## src/core/opmode_pkg.sv

```systemverilog
// Constants and types shared by the operating mode controller
package opmode_pkg;

	// ****************************************
	// Reset vector location
	// ****************************************
	localparam logic [15:0] RESET_VECTOR_HI_ADDR = 16'hfffe;
	localparam logic [15:0] RESET_VECTOR_LO_ADDR = 16'hffff;

	// ****************************************
	// Debug command classes
	// ****************************************
	localparam int unsigned CMD_W = 3;
	localparam logic [2:0] CMD_MEM_ACCESS   = 3'h0;
	localparam logic [2:0] CMD_MEM_STATUS   = 3'h1;
	localparam logic [2:0] CMD_CTRL_REG     = 3'h2;
	localparam logic [2:0] CMD_BACKGROUND   = 3'h3;
	localparam logic [2:0] CMD_CPU_REG      = 3'h4;
	localparam logic [2:0] CMD_TRACE        = 3'h5;
	localparam logic [2:0] CMD_RESUME       = 3'h6;

	// ****************************************
	// Command answer status codes
	// ****************************************
	localparam logic [1:0] STAT_OK          = 2'h0;
	localparam logic [1:0] STAT_REFUSED     = 2'h1;
	localparam logic [1:0] STAT_STOP_WAIT   = 2'h2;

	// ****************************************
	// Reset values
	// ****************************************
	localparam logic RST_CPU_CLK_EN  = 1'b0;
	localparam logic RST_MODE_BIT    = 1'b1;

	// ****************************************
	// Operating modes, one-hot
	// ****************************************
	typedef enum logic [2:0] {
		MODE_RUN  = 3'b001,
		MODE_BKG  = 3'b010,
		MODE_WAIT = 3'b100
	} op_mode_t;

endpackage

```

## src/core/operating_mode_control.sv

```systemverilog
// Run, active background and wait mode controller with pin overrides
`timescale 1ns/10ps

// Overview of operation
// - Mode-select pin high at reset release selects run mode.
// - Run after reset starts by fetching the vector at FFFE:FFFF.
// - Mode-select pin held low at reset release selects background mode.
// - Background command over the debug pin enters background mode.
// - The debug halt instruction enters background mode.
// - Breakpoint from either debug unit enters background mode.
// - In background mode the processor is suspended, awaiting commands.
// - Non-intrusive commands are accepted in run and background modes.
// - CPU register, trace and resume commands run only in background mode.
// - The wait instruction enters wait mode.
// - Wait stops the processor clock; system clocks and regulation stay.
// - Entering wait clears the interrupt mask bit.
// - An interrupt ends wait and starts the stacking sequence.
// - In wait only background and status-memory commands are accepted.
// - Status-memory commands in wait skip access, report stop/wait error.
// - Background command in wait wakes into background mode.
// - Debug function enabled forces mode pin pull-up on, slew off.
// - Crystal function disables pull-up and slew on crystal pins.
// - Serial 2 function sets its pins to partial drive strength.
module operating_mode_control (
	input  wire logic                         clk,
	input  wire logic                         sys_rst,
	input  wire logic                         debug_mode_select_pin,
	input  wire logic                         debug_halt_instruction,
	input  wire logic                         wait_instruction,
	input  wire logic                         ctrl_breakpoint,
	input  wire logic                         icd_breakpoint,
	input  wire logic                         irq_request,
	input  wire logic                         cmd_valid,
	input  wire logic [opmode_pkg::CMD_W-1:0] cmd_code,
	input  wire logic                         background_debug_function,
	input  wire logic                         crystal_function,
	input  wire logic                         serial2_function,
	input  wire logic                         sw_pullup_mode_pin,
	input  wire logic                         sw_slew_mode_pin,
	input  wire logic [1:0]                   sw_pullup_crystal,
	input  wire logic [1:0]                   sw_slew_crystal,
	input  wire logic [1:0]                   sw_full_drive_serial2,
	output logic                              mode_run,
	output logic                              mode_background,
	output logic                              mode_wait,
	output logic                              cpu_exec_en,
	output logic                              cpu_clk_en,
	output logic                              system_clk_en,
	output logic                              regulator_full,
	output logic                              fetch_reset_vector,
	output logic [15:0]                       vector_addr_hi,
	output logic [15:0]                       vector_addr_lo,
	output logic                              clear_irq_mask,
	output logic                              start_irq_stacking,
	output logic                              cmd_accept,
	output logic                              cmd_refused,
	output logic                              cmd_no_mem_access,
	output logic [1:0]                        cmd_status,
	output logic                              mode_pin_pullup_en,
	output logic                              mode_pin_slew_en,
	output logic [1:0]                        crystal_pullup_en,
	output logic [1:0]                        crystal_slew_en,
	output logic [1:0]                        serial2_full_drive
);
	import opmode_pkg::*;

	// ****************************************
	// Mode strap capture
	// ****************************************
	logic strap_valid;
	logic strap_run;

	mode_strap_latch u_strap (
		.clk         (clk),
		.sys_rst     (sys_rst),
		.pin_level   (debug_mode_select_pin),
		.strap_valid (strap_valid),
		.strap_run   (strap_run)
	);

	// ****************************************
	// Command gating
	// ****************************************
	op_mode_t mode_q, mode_d;
	logic     gate_accept;
	logic     gate_no_mem;
	logic [1:0] gate_status;

	cmd_gate u_gate (
		.in_run        (mode_q == MODE_RUN),
		.in_bkg        (mode_q == MODE_BKG),
		.in_wait       (mode_q == MODE_WAIT),
		.cmd           (cmd_code),
		.accept        (gate_accept),
		.no_mem_access (gate_no_mem),
		.status        (gate_status)
	);

	// ****************************************
	// Mode state machine
	// ****************************************
	logic bkg_cmd;
	logic resume_cmd;
	logic started_q, started_d;
	logic fetch_q, fetch_d;
	logic clr_mask_q, clr_mask_d;
	logic stack_q, stack_d;
	logic accept_q, accept_d;
	logic refused_q, refused_d;
	logic nomem_q, nomem_d;
	logic [1:0] status_q, status_d;

	assign bkg_cmd    = cmd_valid && gate_accept && cmd_code == CMD_BACKGROUND;
	assign resume_cmd = cmd_valid && gate_accept && cmd_code == CMD_RESUME;

	// Next mode and one-cycle event pulses
	always_comb begin
		mode_d        = mode_q;
		started_d     = started_q;
		fetch_d       = 1'b0;
		clr_mask_d    = 1'b0;
		stack_d       = 1'b0;
		accept_d      = cmd_valid && gate_accept;
		refused_d     = cmd_valid && !gate_accept;
		nomem_d       = cmd_valid && gate_no_mem;
		status_d      = cmd_valid ? gate_status : STAT_OK;
		if (strap_valid && !started_q) begin
			started_d = 1'b1;
			if (strap_run) begin
				mode_d  = MODE_RUN;
				fetch_d = 1'b1;
			end else begin
				mode_d = MODE_BKG;
			end
		end else if (started_q) begin
			case (mode_q)
				MODE_RUN: begin
					if (bkg_cmd || debug_halt_instruction ||
						ctrl_breakpoint || icd_breakpoint) begin
						mode_d = MODE_BKG;
					end else if (wait_instruction) begin
						mode_d     = MODE_WAIT;
						clr_mask_d = 1'b1;
					end
				end
				MODE_BKG: begin
					if (resume_cmd) begin
						mode_d = MODE_RUN;
					end
				end
				MODE_WAIT: begin
					if (bkg_cmd) begin
						mode_d = MODE_BKG;
					end else if (irq_request) begin
						mode_d  = MODE_RUN;
						stack_d = 1'b1;
					end
				end
				default: mode_d = MODE_BKG;
			endcase
		end
	end

	always_ff @(posedge clk) begin
		if (sys_rst) begin
			mode_q     <= MODE_BKG;
			started_q  <= 1'b0;
			fetch_q    <= 1'b0;
			clr_mask_q <= 1'b0;
			stack_q    <= 1'b0;
			accept_q   <= 1'b0;
			refused_q  <= 1'b0;
			nomem_q    <= 1'b0;
			status_q   <= STAT_OK;
		end else begin
			mode_q     <= mode_d;
			started_q  <= started_d;
			fetch_q    <= fetch_d;
			clr_mask_q <= clr_mask_d;
			stack_q    <= stack_d;
			accept_q   <= accept_d;
			refused_q  <= refused_d;
			nomem_q    <= nomem_d;
			status_q   <= status_d;
		end
	end

	// ****************************************
	// Mode and clock outputs
	// ****************************************
	assign mode_run        = started_q && mode_q == MODE_RUN;
	assign mode_background = started_q && mode_q == MODE_BKG;
	assign mode_wait       = started_q && mode_q == MODE_WAIT;
	assign cpu_exec_en     = mode_run;
	assign cpu_clk_en      = started_q ? !mode_wait : RST_CPU_CLK_EN;
	assign system_clk_en   = 1'b1;
	assign regulator_full  = 1'b1;

	// Event pulses and command answer
	assign fetch_reset_vector = fetch_q;
	assign vector_addr_hi     = RESET_VECTOR_HI_ADDR;
	assign vector_addr_lo     = RESET_VECTOR_LO_ADDR;
	assign clear_irq_mask     = clr_mask_q;
	assign start_irq_stacking = stack_q;
	assign cmd_accept         = accept_q;
	assign cmd_refused        = refused_q;
	assign cmd_no_mem_access  = nomem_q;
	assign cmd_status         = status_q;

	// ****************************************
	// Pin overrides
	// ****************************************
	assign mode_pin_pullup_en = background_debug_function ? 1'b1 :
		sw_pullup_mode_pin;
	assign mode_pin_slew_en   = background_debug_function ? 1'b0 :
		sw_slew_mode_pin;
	assign crystal_pullup_en  = crystal_function ? 2'h0 :
		sw_pullup_crystal;
	assign crystal_slew_en    = crystal_function ? 2'h0 :
		sw_slew_crystal;
	assign serial2_full_drive = serial2_function ? 2'h0 :
		sw_full_drive_serial2;
endmodule // operating_mode_control

```

## src/core/mode_strap_latch.sv

```systemverilog
// Captures the mode-select pin level once at reset release
`timescale 1ns/10ps
module mode_strap_latch (
	input  wire logic clk,
	input  wire logic sys_rst,
	input  wire logic pin_level,
	output logic      strap_valid,
	output logic      strap_run
);
	import opmode_pkg::*;

	logic valid_q, valid_d;
	logic run_q, run_d;

	// Sample once in the first cycle after release
	always_comb begin
		valid_d = valid_q;
		run_d   = run_q;
		if (!valid_q) begin
			valid_d = 1'b1;
			run_d   = pin_level;
		end
	end

	always_ff @(posedge clk) begin
		if (sys_rst) begin
			valid_q <= 1'b0;
			run_q   <= RST_MODE_BIT;
		end else begin
			valid_q <= valid_d;
			run_q   <= run_d;
		end
	end

	assign strap_valid = valid_q;
	assign strap_run   = run_q;
endmodule // mode_strap_latch

```

## src/core/cmd_gate.sv

```systemverilog
// Decides whether a debug command may run in the current mode
`timescale 1ns/10ps
module cmd_gate (
	input  wire logic                       in_run,
	input  wire logic                       in_bkg,
	input  wire logic                       in_wait,
	input  wire logic [opmode_pkg::CMD_W-1:0] cmd,
	output logic                            accept,
	output logic                            no_mem_access,
	output logic [1:0]                      status
);
	import opmode_pkg::*;

	// Non-intrusive command class test
	function automatic logic is_nonintrusive(input logic [CMD_W-1:0] c);
		return (c == CMD_MEM_ACCESS) || (c == CMD_MEM_STATUS) ||
			(c == CMD_CTRL_REG) || (c == CMD_BACKGROUND);
	endfunction

	// Mode-dependent acceptance
	always_comb begin
		accept        = 1'b0;
		no_mem_access = 1'b0;
		status        = STAT_REFUSED;
		if (in_wait) begin
			if (cmd == CMD_BACKGROUND) begin
				accept = 1'b1;
				status = STAT_OK;
			end else if (cmd == CMD_MEM_STATUS) begin
				accept        = 1'b1;
				no_mem_access = 1'b1;
				status        = STAT_STOP_WAIT;
			end
		end else if (in_bkg) begin
			if (is_nonintrusive(cmd) || cmd == CMD_CPU_REG ||
				cmd == CMD_TRACE || cmd == CMD_RESUME) begin
				accept = 1'b1;
				status = STAT_OK;
			end
		end else if (in_run && is_nonintrusive(cmd)) begin
			accept = 1'b1;
			status = STAT_OK;
		end
	end
endmodule // cmd_gate

```

## config.mk

```make
export PLATFORM = sky130hd
export DESIGN_NAME = operating_mode_control
export DESIGN_NICKNAME = d
export VERILOG_FILES = /design/src/core/opmode_pkg.sv /design/src/core/operating_mode_control.sv /design/src/core/mode_strap_latch.sv /design/src/core/cmd_gate.sv
export SDC_FILE = /design/constraint.sdc
export NUM_CORES = 1
export LEC_CHECK = 0
export ABC_AREA = 0
export BUFFER_PORTS_ARGS = -buffer_cell sky130_fd_sc_hd__buf_2
export CORE_MARGIN = 3
export CORE_UTILIZATION = 34
export DETAILED_ROUTE_END_ITERATION = 7
export GPL_TIMING_DRIVEN = 1
export PLACE_DENSITY = 0.82
export REMOVE_ABC_BUFFERS = 1
export SYNTH_ARGS = -nofsm -noshare
export SYNTH_HDL_FRONTEND = slang
export SYNTH_SLANG_ARGS = --single-unit
```

## constraint.sdc

```tcl
create_clock -name clk -period 1.56 [get_ports clk]
set_input_delay 0.234 -clock clk [delete_from_list [all_inputs] [get_ports clk]]
set_output_delay 0.234 -clock clk [all_outputs]
set_load 0.01 [all_outputs]
```

Word-level counts from Yosys, hierarchy flattened
Index checks and enable logic that the tools add are counted.

Register bits after elaboration: 14. Bits of input ports: 23. Output and inout port bits: 55. Logic and storage cells: 90.

Equal/unequal tests: 12. Multiplexer cells: 33. Bitwise operators: 5. Reductions and logical operators: 29.

Operators by type and width (count): 2-to-1 mux 3 bit (7); 2-to-1 mux 1 bit (17); 2-to-1 mux 2 bit (8); equality test 3 bit (second input constant) (4); logical AND 1 bit (10); OR reduction 5 bit (2); equality test 3 x 2 -> 1 bit (second input constant) (3); logical OR 1 bit (9); one-hot mux 3 bit (3 select lines) (1); inequality test 4 bit (second input constant) (2); equality test 3 x 1 -> 1 bit (second input constant) (2); NOT 1 bit (5); AND reduction 4 bit (1); OR reduction 2 bit (2); logical NOT 1 bit (3); logical NOT 3 bit (1); inequality test 3 bit (second input constant) (1); nonzero test 2 bit (1).

Longest topological paths before layout
Depth in word-level cells: 19. Mapped depth: 5. Gate-level depth less buffers: 5.

By module
From an unflattened synthesis, not the netlist that was laid out.

Cell total of the unflattened synthesis: 115. Area total of the unflattened synthesis: 1047.3 sq um.

By module, submodules not included: operating_mode_control (times used 1, cells an instance 103, area each 934.6 sq um, seq. area each 240.2 sq um); mode_strap_latch (times used 1, cells an instance 5, area each 57.6 sq um, seq. area each 40.0 sq um); cmd_gate (times used 1, cells an instance 7, area each 55.1 sq um, seq. area each 0.0 sq um).

Least setup slack after synthesis
Ideal clock, no wire load.

Kind: reg-to-reg. Start point: register mode_q[2]. End point: register mode_q[0]. Library setup time: 117 ps. Data arrival time: 1416 ps. Required time: 1443 ps. Setup slack: 27 ps. Stages on the path, launching flop included: 6. Buffers on the path: 0. Period minus slack after synthesis: 1533 ps. Cells stage by stage: dfxtp_1 or3b_1 nor3_2 o22ai_2 and3_4 a32o_1.

Longest elaborated chain between the ends: 14. Elaborated cells on any way between the ends: 22. Those cells by class: eq/ne (6); mux (8); reduce/logical (8).

RTL lines: from (decl) (RTL line operating_mode_control.sv:84) `op_mode_t mode_q, mode_d;`; from (signal assigned) (RTL line operating_mode_control.sv:176) `mode_q <= mode_d;`; equality test 3 x 1 -> 1 bit (RTL line operating_mode_control.sv:90, operating_mode_control.sv:136); logical AND 1 bit (RTL line cmd_gate.sv:40) `end else if (in_run && is_nonintrusive(cmd)) begin`; 2-to-1 mux 1 bit (RTL line cmd_gate.sv:40); 2-to-1 mux 1 bit (RTL line cmd_gate.sv:34) `end else if (in_bkg) begin`; 2-to-1 mux 1 bit (RTL line cmd_gate.sv:25) `if (in_wait) begin`; logical AND 1 bit (RTL line operating_mode_control.sv:113, operating_mode_control.sv:114); logical AND 1 bit (RTL line operating_mode_control.sv:113) `assign bkg_cmd = cmd_valid && gate_accept && cmd_code == CMD_BACKGROUND;`; logical OR 1 bit (2 in a row) (RTL line operating_mode_control.sv:138) `if (bkg_cmd || debug_halt_instruction ||`; logical OR 1 bit (RTL line operating_mode_control.sv:139) `ctrl_breakpoint || icd_breakpoint) begin`; 2-to-1 mux 3 bit (RTL line operating_mode_control.sv:138); one-hot mux 3 bit (3 select lines) (RTL line operating_mode_control.sv:136) `case (mode_q)`; 2-to-1 mux 3 bit (RTL line operating_mode_control.sv:135) `end else if (started_q) begin`; 2-to-1 mux 3 bit (RTL line operating_mode_control.sv:127) `if (strap_valid && !started_q) begin`.

Parallel ways exist; a longest one is shown, timed or not. The select of a mux whose other input is x is not followed. A chain may end at the register's enable or synchronous reset.

Final worst setup path
Start point: register mode_q[0]. End point: output port cpu_clk_en.

Longest elaborated chain between the ends: 4.

RTL lines: equality test 3 bit (RTL line operating_mode_control.sv:193) `assign mode_wait = started_q && mode_q == MODE_WAIT;`; logical AND 1 bit (RTL line operating_mode_control.sv:193); logical NOT 1 bit (RTL line operating_mode_control.sv:195) `assign cpu_clk_en = started_q ? !mode_wait : RST_CPU_CLK_EN;`; 2-to-1 mux 1 bit (RTL line operating_mode_control.sv:195); to (decl) (RTL line operating_mode_control.sv:47) `output logic cpu_clk_en,`.

Every way passes these cells.

==> qor.yml <==
first_global_vias: 721
vias: 830
rows: 18
layout-drive-gt1-share_pct: 40.5
start_util_pct: 37.0
status: "complete, no violations"
worst_ep_arrival_time_ps: 1310
cap_viol_max_count: 0
cts_tree: "built"
post-place-cells: 190
setup_viol: 0
antenna_found_initial: 0
synth_seq_cells: 14
fin_crit_ps: 1550
die_h_um: 58.9
cpPeakStageDelay_ps: 410
io_buffers: 43
fin_nets: 188
yosysWarnings: 0
numCtsBuffers: 3
crit_slowest_cell: "or3b_4"
layout_common_cells: "42 x buf_2, 34 x conb_1, 11 x dfxtp_1, 8 x nor2b_1, 8 x nor2_1"
cts_hold_buf: 0
gp_congestion: 0.867
grt_overflow: 0
clk_latency_ps: 280
p_leak_uw: 0.000614
ys_seq_area_share_pct: 29.5
synth_cell_types: 31
clockBufferDepth: 2
io_pins: 78
clk_pin_slew_worst_paths_ps: 80
clock-sinks: 14
die_x_um: 58.9
worstPathRequired_ps: 1330
num_antenna_cells: 0
rrSetupSlack_ps: 60
drtIter0Drc: 7
final_hold_viol_count: 0
core_um2: 2570
grt_max_degree: 11
crit_type: "flop to output pin"
hold_path.class: "primary input to flop"
fmax_mhz: 646
dr.pass1.iters: 3
final_common_cell: "buf_2"
drt_wl_total_um: 1980
worst_slack_ps: 11.9
design_area_um2: 1150
hpwlAfterDp_um: 1650
post_dp_cell_area_um2: 1090
syn_area_um2: 950
syn_area_per_cell_um2: 8.19
cts_htree_levels: 1
crit_fanout: 4
cts_root_buf: "clkbuf_4"
finClkSkew_ps: 6.84
crit_chain: "or3b_4, and2_4, buf_6"
drt-vias-per-instance: 4.30
ant_nets: 0
rsz0062_at_grt: "yes"
powerDensity_nw_per_um2: 778
n_fill_cell: 259
wl_per_cell_um: 10.3
report.final.slew_viol_count: 0
drc_errors: 0
area_growth_pct: 21.1
fin_cells: 193
end_kind: "output pin"
grt_first_pass_wirelength_um: 2930
tns_ps: 0
track_usage_pct: 10.9
die_area_um2: 3460
cp-start-kind: "flop"
place_ws_ps: 58.0
netlist_instances: 116
ir_drop_v: 0.000443
period_share_pct: 99.2
==> cell usage after synthesis, drive strengths merged <==
cell | instances | area share (%)
nor3 | 4 | 2.6
nor3b | 3 | 2.4
and2 | 5 | 3.4
nor2 | 8 | 3.2
or2b | 1 | 0.79
nand4b | 2 | 1.8
nor2b | 8 | 5.3
nand2b | 1 | 0.66
buf | 35 | 28
and2b | 1 | 0.92
nand3 | 2 | 1.1
inv | 2 | 0.79
o22ai | 1 | 1.3
dfxtp | 14 | 30
xnor2 | 1 | 0.92
or2 | 3 | 2.0
a31oi | 1 | 0.66
a21oi | 3 | 1.6
a22oi | 1 | 0.79
or3b | 1 | 0.92
a311oi | 1 | 0.92
nand2 | 6 | 2.4
and3 | 5 | 3.8
nor4 | 2 | 1.3
conb | 2 | 0.79
o21ai | 1 | 0.53
a2bb2oi | 1 | 0.92
a32o | 1 | 1.1
==> flip-flops by register name (all words and copies together), names as in the netlist <==
name / count
cmd_status: 2
mode_q: 3
fetch_reset_vector: 1
start_irq_stacking: 1
cmd_refused: 1
cmd_accept: 1
started_q: 1
clear_irq_mask: 1
cmd_no_mem_access: 1
u_strap.strap_valid: 1
u_strap.strap_run: 1
==> path summary, 6_finish.rpt <==
path / startpoint / to / cells past startpoint
min: cmd_code[2] / cmd_status[1] / 2
max reg2reg: mode_q[0] / mode_q[0] / 5
max: mode_q[0] / cpu_clk_en / 3
min reg2reg: u_strap.strap_run / u_strap.strap_run / 2
==> power breakdown <==
part / switching (µW) / leakage (µW) / internal (µW)
Sequential: 19.1 / 0.000115 / 385
Clock: 113 / 0.0000138 / 89.5
Combinational: 160 / 0.000485 / 128
==> worst max-delay path: cells and delay by family (launching register included) <==
family / cells / cell delay (ps)
buf+inv: 1 / 110
flops: 1 / 350
simple gates: 2 / 580
==> per-stage QoR <==
step / total power (µW) / util [%] / hold WS [ps]
global route: 955 / 44.8 / 194
global placement: 672 / 42.4 / 462
CTS: 884 / 43.7 / 177
floorplan: 577 / - / 306
detailed placement: 678 / 42.4 / 474
finish: 895 / 44.8 / 172
==> area by class of cell <==
cell class | count | area [µm²] | share of cell area (%)
Clock buffer | 3 | 22.5 | 1.96
Tap cell | 30 | 37.5 | 3.26
Multi-Input combinational cell | 97 | 547 | 47.6
Sequential cell | 14 | 284 | 24.7
Inverter | 2 | 7.51 | 0.653
Timing Repair Buffer | 47 | 251 | 21.9
==> what timing repair did <==
item,4_1_cts,5_1_grt
gates resized for setup,5,6
buffers inserted,0,1
pin swaps,0,2
endpoints found under the setup margin,2,7
==> cells by family after synthesis <==
logic type | synth area share, %
buffers and inverters | 28.5
AO/OA/AOI/OAI | 7.77
AND/OR/NAND/NOR | 32.5
other | 0.791
flip-flops | 29.5
XOR/XNOR | 0.922
==> layer usage <==
metal	GRT usage, %	vias up	part of all wire (%)	wire (µm)
li1	-	413	-	-
met1	12.4	369	40	783
met2	18.8	46	49	973
met3	3.29	2	11	214
met4	4.85	0	0.45	9
met5	0	-	0	0
(Power assumes the default switching activity.)
